[config.mk]
export PLATFORM = sky130hd
export DESIGN_NAME = sbcms_top
export DESIGN_NICKNAME = d
export VERILOG_FILES = /design/src/hdl/sbcms_pkg.sv /design/src/hdl/sbcms_top.sv
export VERILOG_INCLUDE_DIRS = /design/src /design/src/hdl
export SDC_FILE = /design/constraint.sdc
export NUM_CORES = 1
export LEC_CHECK = 0
export ABC_AREA = 0
export ABC_CLOCK_PERIOD_IN_PS = 7100
export BUFFER_PORTS_ARGS = -buffer_cell sky130_fd_sc_hd__buf_2
export CAP_MARGIN = 20
export CORE_MARGIN = 4
export CORE_UTILIZATION = 45
export CTS_BUF_LIST = sky130_fd_sc_hd__clkbuf_16
export DETAILED_ROUTE_END_ITERATION = 10
export PLACE_DENSITY = 0.74
export SETUP_SLACK_MARGIN = 0.1
export SYNTH_ARGS = -nofsm -noshare
export SYNTH_HDL_FRONTEND = slang
export SYNTH_SLANG_ARGS = --single-unit
[constraint.sdc]
create_clock -name ref_clk -period 7.1 [get_ports ref_clk]
set_input_delay 0.71 -clock ref_clk [delete_from_list [all_inputs] [get_ports ref_clk]]
set_output_delay 0.71 -clock ref_clk [all_outputs]
set_load 0.03 [all_outputs]
[src/hdl/sbcms_defs.svh]
// timing counts and encodings for the operating-mode controller
// assumes a 200 MHz ref_clk; included by bare name
`ifndef SBCMS_DEFS_SVH
`define SBCMS_DEFS_SVH
`define SBCMS_CLK_MHZ          200
`define SBCMS_RESET_DELAY_US   10
`define SBCMS_RESET_DELAY_CYC  (`SBCMS_RESET_DELAY_US * `SBCMS_CLK_MHZ)
`define SBCMS_LONG_WIN_MS      200
`define SBCMS_LONG_WIN_CYC     (`SBCMS_LONG_WIN_MS * 1000 * `SBCMS_CLK_MHZ)
`define SBCMS_FILT_US          5
`define SBCMS_FILT_CYC         (`SBCMS_FILT_US * `SBCMS_CLK_MHZ)
`define SBCMS_MODE_NORMAL      3'h0
`define SBCMS_MODE_STOP        3'h1
`define SBCMS_MODE_SLEEP       3'h2
`define SBCMS_MODE_RESET_REQ   3'h3
`endif

[src/hdl/sbcms_pkg.sv]
// types for the operating-mode controller
// assumes sbcms_defs.svh holds the numeric constants
package sbcms_pkg;
   typedef enum logic [2:0] {
      st_init, st_normal, st_stop, st_sleep, st_restart, st_failsafe
   } sbcms_mode_type;
   typedef struct packed {
      logic wd_fail;
      logic ov_event;
      logic wake;
      logic ot_clear;
      logic uv_event;
   } sbcms_event_type;
endpackage : sbcms_pkg

[src/hdl/sbcms_top.sv]
// operating-mode controller of a system basis chip
// assumes events come from on-chip logic on ref_clk; strap pins are asynchronous
`timescale 1ns/1ps
`include "sbcms_defs.svh"
module sbcms_top #(
   parameter int unsigned RESET_DELAY_CYC = `SBCMS_RESET_DELAY_CYC,
   parameter int unsigned LONG_WIN_CYC    = `SBCMS_LONG_WIN_CYC,
   parameter int unsigned FILT_CYC        = `SBCMS_FILT_CYC
) (
   input  wire logic                     ref_clk,
   input  wire logic                     rst,
   input  wire logic                     spi_frame_done,
   input  wire logic                     mode_write,
   input  wire logic [2:0]               mode_write_data,
   input  wire logic                     wd_trigger,
   input  wire sbcms_pkg::sbcms_event_type evt,
   input  wire logic                     threshold_select,
   input  wire logic                     overvoltage_reset_enable,
   input  wire logic                     power_on_flag,
   input  wire logic                     main_regulator_ok,
   input  wire logic                     int_pin_in,
   input  wire logic                     debug_strap_pin,
   output logic [2:0]                    operating_mode_field,
   output sbcms_pkg::sbcms_mode_type     mode_state,
   output logic                          reset_output,
   output logic                          main_regulator_en,
   output logic                          int_pulldown_en,
   output logic                          fail_outputs,
   output logic                          main_overvoltage_flag,
   output logic                          strap_level_latched,
   output logic                          threshold_select_rb,
   output logic                          development_mode,
   output logic                          watchdog_fail_flag
);
   // refuse counts that leave the strap filter no time to settle before the latch
   if (RESET_DELAY_CYC < 2 || LONG_WIN_CYC < 1 || FILT_CYC < 1 ||
       FILT_CYC + 8 > RESET_DELAY_CYC) begin : g_bad_counts
      $error("sbcms_top: count parameters out of range");
   end

   sbcms_pkg::sbcms_mode_type state_reg, state_next;
   logic [31:0] delay_cnt_reg;
   logic [31:0] win_cnt_reg;
   logic [31:0] filt_cnt_reg;
   logic [2:0]  int_sync_reg;
   logic [2:0]  dbg_sync_reg;
   logic        int_filt_reg;
   logic        int_stable_reg;
   logic        wd_fail_cnt_reg;
   logic        first_boot_reg;
   logic        win_open_reg;
   logic        wd_fail_now;
   logic        ov_act;
   logic        delay_done;

   // restart or fail-safe outcome of a watchdog failure
   function automatic sbcms_pkg::sbcms_mode_type fail_target(input logic strap,
                                                            input logic sel,
                                                            input logic second);
      if (strap)
         fail_target = sbcms_pkg::st_restart;
      else if (!sel && !second)
         fail_target = sbcms_pkg::st_restart;
      else
         fail_target = sbcms_pkg::st_failsafe;
   endfunction : fail_target

   // three-stage synchronisers for the two strap pins
   always_ff @(posedge ref_clk or posedge rst) begin
      if (rst) begin
         int_sync_reg <= 3'h0;
         dbg_sync_reg <= 3'h7;
      end else begin
         int_sync_reg <= {int_sync_reg[1:0], int_pin_in};
         dbg_sync_reg <= {dbg_sync_reg[1:0], debug_strap_pin};
      end
   end

   // watchdog failures: missed long window, or external trigger failure
   assign wd_fail_now = !development_mode &&
                        ((win_open_reg && win_cnt_reg == 32'h0) || evt.wd_fail);
   assign ov_act      = evt.ov_event && overvoltage_reset_enable;
   assign delay_done  = delay_cnt_reg == 32'h0;

   // mode sequencing
   always_comb begin
      state_next = state_reg;
      case (state_reg)
         sbcms_pkg::st_init: begin
            // wake events are simply not looked at here
            if (wd_fail_now)
               state_next = sbcms_pkg::st_restart;
            else if (spi_frame_done)
               state_next = sbcms_pkg::st_normal;
         end
         sbcms_pkg::st_normal, sbcms_pkg::st_stop: begin
            if (wd_fail_now)
               state_next = fail_target(strap_level_latched, threshold_select,
                                        wd_fail_cnt_reg);
            else if (ov_act)
               state_next = strap_level_latched ? sbcms_pkg::st_restart
                                                : sbcms_pkg::st_failsafe;
            else if (evt.uv_event)
               state_next = sbcms_pkg::st_restart;
            else if (mode_write) begin
               case (mode_write_data)
                  `SBCMS_MODE_NORMAL:    state_next = sbcms_pkg::st_normal;
                  `SBCMS_MODE_STOP:      state_next = sbcms_pkg::st_stop;
                  `SBCMS_MODE_SLEEP:     state_next = (state_reg == sbcms_pkg::st_stop)
                                                      ? sbcms_pkg::st_restart
                                                      : sbcms_pkg::st_sleep;
                  `SBCMS_MODE_RESET_REQ: state_next = sbcms_pkg::st_restart;
                  default:               state_next = state_reg;
               endcase
            end
         end
         sbcms_pkg::st_sleep: begin
            if (evt.wake)
               state_next = sbcms_pkg::st_restart;
         end
         sbcms_pkg::st_restart: begin
            if (delay_done && !evt.uv_event && main_regulator_ok)
               state_next = sbcms_pkg::st_normal;
         end
         sbcms_pkg::st_failsafe: begin
            if (evt.wake || evt.ot_clear)
               state_next = sbcms_pkg::st_restart;
         end
         default: state_next = sbcms_pkg::st_init;
      endcase
   end

   // mode register; power-on enters init
   always_ff @(posedge ref_clk or posedge rst) begin
      if (rst)
         state_reg <= sbcms_pkg::st_init;
      else
         state_reg <= state_next;
   end

   // reset delay counter, reloaded while reset output low and regulator below threshold
   always_ff @(posedge ref_clk or posedge rst) begin
      if (rst)
         delay_cnt_reg <= 32'(RESET_DELAY_CYC);
      else if (state_next == sbcms_pkg::st_restart && state_reg != sbcms_pkg::st_restart)
         delay_cnt_reg <= 32'(RESET_DELAY_CYC);
      else if (!reset_output && !main_regulator_ok)
         delay_cnt_reg <= 32'(RESET_DELAY_CYC);
      else if (!delay_done)
         delay_cnt_reg <= delay_cnt_reg - 32'h1;
   end

   // reset output: low in restart, sleep and fail-safe, and until first delay ends
   always_ff @(posedge ref_clk or posedge rst) begin
      if (rst) begin
         reset_output   <= 1'b0;
         first_boot_reg <= 1'b1;
      end else begin
         if (first_boot_reg && delay_done && main_regulator_ok) begin
            reset_output   <= 1'b1;
            first_boot_reg <= 1'b0;
         end else if (state_next == sbcms_pkg::st_restart ||
                      state_next == sbcms_pkg::st_failsafe ||
                      state_next == sbcms_pkg::st_sleep) begin
            reset_output <= 1'b0;
         end else if (!first_boot_reg) begin
            reset_output <= 1'b1;
         end
      end
   end

   // pull-down on event pin while reset output low, delay running, regulator up, at first boot or with power_on_flag set
   always_ff @(posedge ref_clk or posedge rst) begin
      if (rst)
         int_pulldown_en <= 1'b0;
      else
         int_pulldown_en <= main_regulator_ok && !reset_output && !delay_done &&
                            (first_boot_reg || power_on_flag);
   end

   // continuous filter on event pin level during the reset delay
   always_ff @(posedge ref_clk or posedge rst) begin
      if (rst) begin
         filt_cnt_reg   <= 32'h0;
         int_filt_reg   <= 1'b0;
         int_stable_reg <= 1'b0;
      end else if (!int_pulldown_en) begin
         filt_cnt_reg   <= 32'h0;
         int_stable_reg <= 1'b0;
      end else if (int_sync_reg[2] != int_sync_reg[1]) begin
         filt_cnt_reg   <= 32'h0;
         int_stable_reg <= 1'b0;
      end else if (filt_cnt_reg >= 32'(FILT_CYC - 1)) begin
         int_filt_reg   <= int_sync_reg[2];
         int_stable_reg <= 1'b1;
      end else begin
         filt_cnt_reg <= filt_cnt_reg + 32'h1;
      end
   end

   // strap latch one cycle before reset output rises; relatched at each restart while power_on_flag is set
   always_ff @(posedge ref_clk or posedge rst) begin
      if (rst)
         strap_level_latched <= 1'b0;
      else if (int_pulldown_en && !delay_done && delay_cnt_reg == 32'h1)
         strap_level_latched <= int_stable_reg & int_filt_reg;
   end

   // development mode strap caught while in init
   always_ff @(posedge ref_clk or posedge rst) begin
      if (rst)
         development_mode <= 1'b0;
      else if (state_reg == sbcms_pkg::st_init && dbg_sync_reg[2] == dbg_sync_reg[1])
         development_mode <= !dbg_sync_reg[2];
   end

   // long open window watchdog, armed from reset and again at each restart entry until first trigger
   always_ff @(posedge ref_clk or posedge rst) begin
      if (rst) begin
         win_open_reg <= 1'b1;
         win_cnt_reg  <= 32'(LONG_WIN_CYC);
      end else if (development_mode) begin
         win_cnt_reg <= win_cnt_reg;
      end else if (state_next == sbcms_pkg::st_restart && state_reg != sbcms_pkg::st_restart) begin
         win_open_reg <= 1'b1;
         win_cnt_reg  <= 32'(LONG_WIN_CYC);
      end else if (wd_trigger) begin
         win_open_reg <= 1'b0;
      end else if (win_open_reg && reset_output && win_cnt_reg != 32'h0) begin
         win_cnt_reg <= win_cnt_reg - 32'h1;
      end else if (win_cnt_reg == 32'h0) begin
         win_open_reg <= 1'b0;
      end
   end

   // failure counting and fail outputs
   always_ff @(posedge ref_clk or posedge rst) begin
      if (rst) begin
         wd_fail_cnt_reg    <= 1'b0;
         fail_outputs       <= 1'b0;
         watchdog_fail_flag <= 1'b0;
      end else begin
         if (wd_fail_now) begin
            wd_fail_cnt_reg    <= 1'b1;
            watchdog_fail_flag <= 1'b1;
            if (threshold_select || wd_fail_cnt_reg)
               fail_outputs <= 1'b1;
         end
         if (ov_act && state_reg != sbcms_pkg::st_init)
            fail_outputs <= 1'b1;
      end
   end

   // overvoltage flag is sticky until power-on reset
   always_ff @(posedge ref_clk or posedge rst) begin
      if (rst)
         main_overvoltage_flag <= 1'b0;
      else if (evt.ov_event)
         main_overvoltage_flag <= 1'b1;
   end

   // mode field mirrors software writes, cleared through restart
   always_ff @(posedge ref_clk or posedge rst) begin
      if (rst)
         operating_mode_field <= `SBCMS_MODE_NORMAL;
      else if (state_next == sbcms_pkg::st_restart)
         operating_mode_field <= `SBCMS_MODE_NORMAL;
      else if (mode_write && state_next != state_reg && !wd_fail_now && !ov_act &&
               (state_reg == sbcms_pkg::st_normal || state_reg == sbcms_pkg::st_stop))
         operating_mode_field <= mode_write_data;
   end

   // registered status outputs
   always_ff @(posedge ref_clk or posedge rst) begin
      if (rst) begin
         mode_state          <= sbcms_pkg::st_init;
         main_regulator_en   <= 1'b1;
         threshold_select_rb <= 1'b0;
      end else begin
         mode_state          <= state_next;
         main_regulator_en   <= state_next != sbcms_pkg::st_sleep &&
                                state_next != sbcms_pkg::st_failsafe;
         threshold_select_rb <= threshold_select;
      end
   end
endmodule : sbcms_top

==> impl_metrics.sql, run 1 <==
INSERT INTO impl_metrics (metric_group, metric, value, unit) VALUES
('outcome', 'result_of_the_run', 'complete, no violations', ''),
('routing', 'vias_per_cell', '5.46', ''),
('worst_setup_path', 'r2r-start', 'delay_cnt_reg[5]$_DFFE_PP0P_', ''),
('global_route', 'initial_antenna_violation_count', '0', ''),
('place', 'dp.final_hpwl', '8.12', 'mm'),
('clocking', 'clkSinkCount', '121', ''),
('yosys', 'post_synth_fa_ha_maj_area_fraction', '0.0129', ''),
('yosys', 'cell_types_with_the_largest_area_share_after_synthesis', 'sky130_fd_sc_hd__dfrtp_1 (43%), sky130_fd_sc_hd__dfstp_2 (9.0%), sky130_fd_sc_hd__nor2_1 (6.1%)', ''),
('power', 'power.ir.vdd_worst', '0.000165', 'V'),
('yosys', 'synth.mux.area_fraction', '0.00365', ''),
('yosys', 'synthesis.area', '0.00583', 'sq mm'),
('cells_and_area', 'final_core_util', '0.530', ''),
('timing', 'fmax', '298', 'MHz'),
('place', 'placement.cell_area', '0.00614', 'sq mm'),
('timing', 'finalWorstPathRequiredPeriod', '3.36', 'ns'),
('power', 'power.share.combinational', '0.049', ''),
('power', 'power_leakage', '3.03', 'nW'),
('yosys', 'netlist-cell-type-count', '58', ''),
('routing', 'drt-total-wl', '12.1', 'mm'),
('clocking', 'cts_buffers', '17', ''),
('worst_setup_path', 'cp.arrival', '3.70', 'ns'),
('place', 'portBuffers', '33', ''),
('clocking', 'max-clock-path-buffers', '2', ''),
('clocking', 'cts_h_tree_depth', '4', ''),
('floorplanning', 'pin_count', '34', ''),
('clocking', 'post_cts_resized', '0', ''),
('global_route', 'grtUsageTotal', '0.175', ''),
('floorplanning', 'row_count', '41', ''),
('clocking', 'ctsRootBufferMaster', 'sky130_fd_sc_hd__clkbuf_16', ''),
('yosys', 'synthesis.instances', '582', ''),
('timing', 'worst_clock_skew', '0.00759', 'ns'),
('yosys', 'combinational_family_with_the_most_area_after_synthesis', 'simple AND/OR/NAND/NOR gates', ''),
('floorplanning', 'initial_utilization', '0.460', ''),
('power', 'net-switching-power', '0.000348', 'W'),
('yosys', 'post_synth_most_frequent_cells', 'sky130_fd_sc_hd__dfrtp_1 (101), sky130_fd_sc_hd__nor2_1 (94), sky130_fd_sc_hd__xor2_1 (33)', ''),
('timing', 'period_share', '0.473', ''),
('power', 'power_frac_clock', '0.489', ''),
('yosys', 'postSynthAreaPerCell', '10.0', 'sq um'),
('power', 'seq_power_share', '0.462', ''),
('yosys', 'area_share_of_the_largest_cell_type_after_synthesis', '0.434', ''),
('cells_and_area', 'inserted_diodes', '0', ''),
('timing', 'postLayoutSetupSlackWorst', '3.74', 'ns'),
('yosys', 'seq_area_frac_synth', '0.524', ''),
('worst_setup_path', 'reg2regPathDepth', '8', ''),
('worst_setup_path', 'cp_top_family', 'simple AND/OR/NAND/NOR gates', ''),
('yosys', 'syn_nets', '607', ''),
('worst_setup_path', 'worst_r2r_endpoint', 'delay_cnt_reg[6]$_DFFE_PP1P_', ''),
('routing', 'detail_route.wl_per_cell', '15.0', 'microns'),
('worst_setup_path', 'worst-path-max-fanout', '22', ''),
('yosys', 'post-synth-top-area-cell', 'sky130_fd_sc_hd__dfrtp_1', ''),
('clocking', 'worst_setup_hold_path_clk_slew', '0.05', 'ns'),
('power', 'switching_fraction_of_total_power', '0.226', ''),
('routing', 'drt_iter0_markers', '212', ''),
('yosys', 'postSynth.topFlopCell', 'sky130_fd_sc_hd__dfrtp_1', ''),
('clocking', 'post_cts_buffers', '0', ''),
('floorplanning', 'fp.dieH', '122', 'microns'),
('timing', 'slew_viol_final', '0', ''),
('timing', 'rsz0062_at_grt', 'false', ''),
('yosys', 'synthSimpleGateAreaFrac', '0.260', ''),
('cells_and_area', 'final_cell_area', '0.00671', 'sq mm'),
('worst_setup_path', 'setup.worst_path.end_class', 'register', ''),
('worst_setup_path', 'worstSetupPathType', 'reg2reg', ''),
('cells_and_area', 'drive_gt1_frac', '0.163', ''),
('yosys', 'number_of_flops_mapped_to_enable_cells_by_yosys', '0', ''),
('routing', 'total_number_of_vias', '4382', ''),
('timing', 'setup_violations', '0', ''),
('yosys', 'synth.most_common_cell', 'sky130_fd_sc_hd__dfrtp_1', ''),
('place', 'finalWeightedCongestion', '0.836', ''),
('routing', 'drtPass1Iterations', '4', ''),
('floorplanning', 'design.die.area', '0.0148', 'sq mm'),
('clocking', 'tritoncts', 'yes', '');
==> logic make-up (layout without fill, tap and decap cells) <==
group | Yosys count | in the layout
XOR/XNOR | 63 | 63
buffers and inverters | 34 | 83
flip-flops | 121 | 121
AO/OA/AOI/OAI | 68 | 68
adder cells (fa/ha/maj) | 6 | 6
AND/OR/NAND/NOR | 288 | 288
multiplexers | 2 | 2
==> metal layers <==
layer | share of wire | global-route usage
met5 | 0 | 0
met4 | 0.017 | 0.0714
met3 | 0.039 | 0.0409
met2 | 0.49 | 0.275
met1 | 0.46 | 0.236
==> how the worst max path moves through the flow <==
stage	slack [ns]	depth (start not counted)	from	end
2_1_floorplan	3.21	1	rst	delay_cnt_reg[0]$_DFFE_PP0P_
3_3_place_gp	3.73	7	delay_cnt_reg[5]$_DFFE_PP0P_	delay_cnt_reg[4]$_DFFE_PP1P_
3_5_place_dp	3.64	7	win_cnt_reg[15]$_DFFE_PP0P_	win_cnt_reg[1]$_DFFE_PP0P_
4_1_cts	3.61	7	win_cnt_reg[15]$_DFFE_PP0P_	win_cnt_reg[1]$_DFFE_PP0P_
5_1_grt	3.50	8	delay_cnt_reg[5]$_DFFE_PP0P_	win_cnt_reg[1]$_DFFE_PP0P_
6_report	3.74	8	delay_cnt_reg[5]$_DFFE_PP0P_	delay_cnt_reg[6]$_DFFE_PP1P_
==> through the flow <==
stage          total power [W]  instances  hold slack [ns]
3_3_place_gp          0.000791        769            0.347
4_1_cts                0.00155        800            0.290
3_5_place_dp          0.000795        769            0.349
6_report               0.00154        803            0.287
2_1_floorplan         0.000769        582            0.331
5_1_grt                0.00160        803            0.319
==> worst reg2reg max path: cells and delay by family, from the launching register on <==
kind / cells / cell delay [ns]
compound gates: 2 / 0.51
buf+inv: 1 / 0.24
flops: 1 / 0.41
simple gates: 5 / 2.13
==> placed cells by master (no fill, tap or decap), drive strengths merged, types with 11 or more instances in the layout <==
master and n:
nand4 11, inv 16, dfstp 20, clkbuf 17, nand3 19, a21oi 16, nor4 20, dfrtp 101
nor2 94, o21ai 15, nor3 20, and3 27, nand2 29, nand2b 25, xnor2 30, buf 38
xor2 33
==> power by group through the flow <==
| stage | Combinational [W] | Clock (W) | Sequential, W |
|---|---|---|---|
| final | 0.0000751 | 0.000753 | 0.000711 |
| after global placement | 0.0000697 | 0 | 0.000721 |
| after CTS | 0.0000733 | 0.000768 | 0.000711 |
| after global routing | 0.0000847 | 0.000800 | 0.000712 |
| after floorplan | 0.0000490 | 0 | 0.000720 |
| after detailed placement | 0.0000723 | 0 | 0.000722 |
==> layout make-up <==
type / instances / area [sq um] / share of cell area
Inverter: 14 / 55.1 / 0.00820
Clock buffer: 17 / 425 / 0.0634
Tap cell: 172 / 215 / 0.0321
Timing Repair Buffer: 38 / 238 / 0.0354
Clock inverter: 14 / 92.6 / 0.0138
Multi-Input combinational cell: 427 / 2640 / 0.392
Sequential cell: 121 / 3050 / 0.455
(Power assumes the default switching activity.)
==> run 2: changes to the inputs <==
- ABC_CLOCK_PERIOD_IN_PS: 7100 -> 2840
- PLACE_DENSITY: 0.74 -> 0.76
- clock period: 7.1 -> 2.84 ns (I/O delays scaled with it)
==> impl_metrics.sql, run 2 (synthesized netlist as in run 1, its figures left out) <==
INSERT INTO impl_metrics (metric_group, metric, value, unit) VALUES
('routing', 'drtPass1Iterations', '5', ''),
('timing', 'worstMarginPinSlew', '0.641', 'ns'),
('cells_and_area', 'multi_input_gate_area_in_the_final_layout', '0.00273', 'sq mm'),
('cells_and_area', 'layout.cells.most_common_list', 'sky130_fd_sc_hd__dfrtp_1 (101), sky130_fd_sc_hd__nor2_1 (92), sky130_fd_sc_hd__xor2_1 (33), sky130_fd_sc_hd__buf_2 (33), sky130_fd_sc_hd__xnor2_1 (30)', ''),
('timing', 'rsz0062_at_grt', 'true', ''),
('worst_setup_path', 'r2r-start', 'win_cnt_reg[15]$_DFFE_PP0P_', ''),
('cells_and_area', 'drive_gt1_frac', '0.201', ''),
('worst_setup_path', 'critPathRequiredTime', '3.12', 'ns'),
('job', 'drv_cap', '0', ''),
('timing', 'worst_clock_skew', '0.00491', 'ns'),
('timing', 'finalWorstPathRequiredPeriod', '2.66', 'ns'),
('worst_setup_path', 'worstSetupPathType', 'reg2reg', ''),
('worst_setup_path', 'worst-path-max-fanout', '4', ''),
('routing', 'drt_iter0_markers', '355', ''),
('routing', 'vias_per_cell', '5.53', ''),
('power', 'power_leakage', '3.15', 'nW'),
('worst_setup_path', 'timing.critical_path.from', 'win_cnt_reg[15]$_DFFE_PP0P_', ''),
('floorplanning', 'coreArea', '0.0127', 'sq mm'),
('place', 'dp.final_hpwl', '8.51', 'mm'),
('worst_setup_path', 'max_stage_delay', '0.56', 'ns'),
('clocking', 'worst_setup_hold_path_clk_slew', '0.05', 'ns'),
('place', 'placement.cell_area', '0.00626', 'sq mm'),
('routing', 'total_number_of_vias', '4560', ''),
('cells_and_area', 'layout-area-overhead-vs-synth', '19.9', '%'),
('cells_and_area', 'finish.net_count', '664', ''),
('clocking', 'clk_latency', '0.42', 'ns'),
('worst_setup_path', 'cp.arrival', '2.94', 'ns'),
('global_route', 'vias_in_the_first_global_route', '4560', ''),
('hold_path', 'min_path_type', 'in2reg', ''),
('routing', 'drt-total-wl', '12.9', 'mm'),
('cells_and_area', 'layout.cells.most_common', 'sky130_fd_sc_hd__dfrtp_1', ''),
('clocking', 'ctsRootBufferMaster', 'sky130_fd_sc_hd__clkbuf_16', ''),
('floorplanning', 'design.die.area', '0.0148', 'sq mm'),
('cells_and_area', 'inserted_diodes', '0', ''),
('timing', 'period_share', '0.937', ''),
('global_route', 'grtUsageTotal', '0.188', ''),
('cells_and_area', 'number_of_standard_cells_in_the_final_layout_excluding_fillers', '824', ''),
('place', 'portBuffers', '33', ''),
('place', 'placed_cells_incl_taps', '782', ''),
('power', 'power.ir.vdd_worst', '0.000432', 'V'),
('power', 'power.density', '567', 'mW/mm^2'),
('worst_setup_path', 'path_cells', 'or4_4 > nor4_4 > nand4_1 > o211ai_1 > o2111ai_4 > buf_4 > buf_4 > a21oi_1 > a21oi_1', ''),
('timing', 'setup_tns', '0', 'ns'),
('cells_and_area', 'ff_latch_area', '0.00305', 'sq mm'),
('clocking', 'cts_buffers', '17', ''),
('global_route', 'initial_antenna_violation_count', '0', ''),
('clocking', 'clkSinkCount', '121', ''),
('global_route', 'grt_overflow', '0', ''),
('worst_setup_path', 'startpoint_type', 'register', ''),
('clocking', 'tritoncts', 'yes', ''),
('worst_setup_path', 'timing.critical_path.slowest_stage_cell', 'sky130_fd_sc_hd__or4_4', ''),
('clocking', 'cts_h_tree_depth', '4', ''),
('timing', 'final_hold_viol_count', '0', ''),
('clocking', 'max-clock-path-buffers', '2', ''),
('worst_setup_path', 'setup.worst_path.end_class', 'register', ''),
('floorplanning', 'initial_utilization', '0.460', ''),
('floorplanning', 'fp.dieH', '122', 'microns'),
('timing', 'fmax', '376', 'MHz'),
('routing', 'final_antenna_net_count', '0', ''),
('floorplanning', 'row_count', '41', ''),
('cells_and_area', 'layout.filler_cells', '1067', ''),
('routing', 'drc_errors', '0', ''),
('timing', 'setup_violations', '0', ''),
('cells_and_area', 'final_cell_area', '0.00699', 'sq mm'),
('timing', 'slew-limit-headroom', '0.573', ''),
('hold_path', 'timing.hold.worst.start', 'threshold_select', ''),
('place', 'finalWeightedCongestion', '0.824', ''),
('timing', 'slew_viol_final', '0', ''),
('routing', 'detail_route.wl_per_cell', '15.7', 'microns'),
('outcome', 'result_of_the_run', 'complete, no violations', ''),
('floorplanning', 'pin_count', '34', ''),
('global_route', 'grt_pass1_wl', '22.1', 'mm'),
('floorplanning', 'die_width', '122', 'microns'),
('global_route', 'grt_start_max_net_pins', '122', '');
-- run 2: path summary, 6_finish.rpt --
path	end	slack, ns	depth (start not counted)
max reg2reg	operating_mode_field[2]$_DFFE_PP0P_	0.18	9
min reg2reg	int_sync_reg[1]$_DFF_PP0_	0.35	0
max	operating_mode_field[2]$_DFFE_PP0P_	0.18	9
max in group asynchronous	delay_cnt_reg[5]$_DFFE_PP0P_	2.32	3
min	threshold_select_rb$_DFF_PP0_	0.04	1
min in group asynchronous	filt_cnt_reg[7]$_DFFE_PP0N_	0.05	3
-- run 2: through the flow --
step | total power, W | hold WS [ns] | utilization | setup WS, ns
finish | 0.00396 | 0.0417 | 0.552 | 0.179
global route | 0.00412 | 0.0277 | 0.552 | 0.0550
CTS | 0.00399 | 0.0232 | 0.542 | 0.113
detailed placement | 0.00199 | 0.340 | 0.494 | 0.0685
global placement | 0.00198 | 0.334 | 0.494 | 0.189
floorplan | 0.00192 | 0.288 | - | 0.236
-- run 2: final cells by class --
class / instances / share of cell area
Clock buffer: 17 / 0.0609
Multi-Input combinational cell: 427 / 0.391
Clock inverter: 15 / 0.0170
Inverter: 14 / 0.00806
Sequential cell: 121 / 0.437
Tap cell: 172 / 0.0308
Timing Repair Buffer: 58 / 0.0559
-- run 2: timing repair --
item,CTS,global route
hold endpoints to repair,2,0
pin swaps,2,4
cloned,0,0
buffers inserted,3,5
setup endpoints to repair,25,65
resized for setup,4,15
hold buffers,2,0
-- run 2: where the power goes --
part / total [W] / switching (W) / internal [W]
sequential: 0.00177 / 0.0000202 / 0.00175
combinational: 0.000201 / 0.000138 / 0.0000638
clock: 0.00199 / 0.000730 / 0.00125
total: 0.00396 / 0.000888 / 0.00307
-- run 2: per-layer routing --
metal	global-route usage	up-vias	share of wire	routed length [microns]
met4	0.0798	0	0.019	244
li1	-	2154	-	-
met2	0.288	143	0.47	6130
met1	0.253	2241	0.45	5790
met5	0	-	0	0
met3	0.0497	22	0.059	758
-- run 2: worst max-delay path, delay by kind of cell, from the launching register on --
family | cells | cell delay (ns)
DFF | 1 | 0.41
AOI/OAI and AO/OA | 4 | 0.79
and+or+nand+nor | 3 | 1.02
buffers and inverters | 2 | 0.32
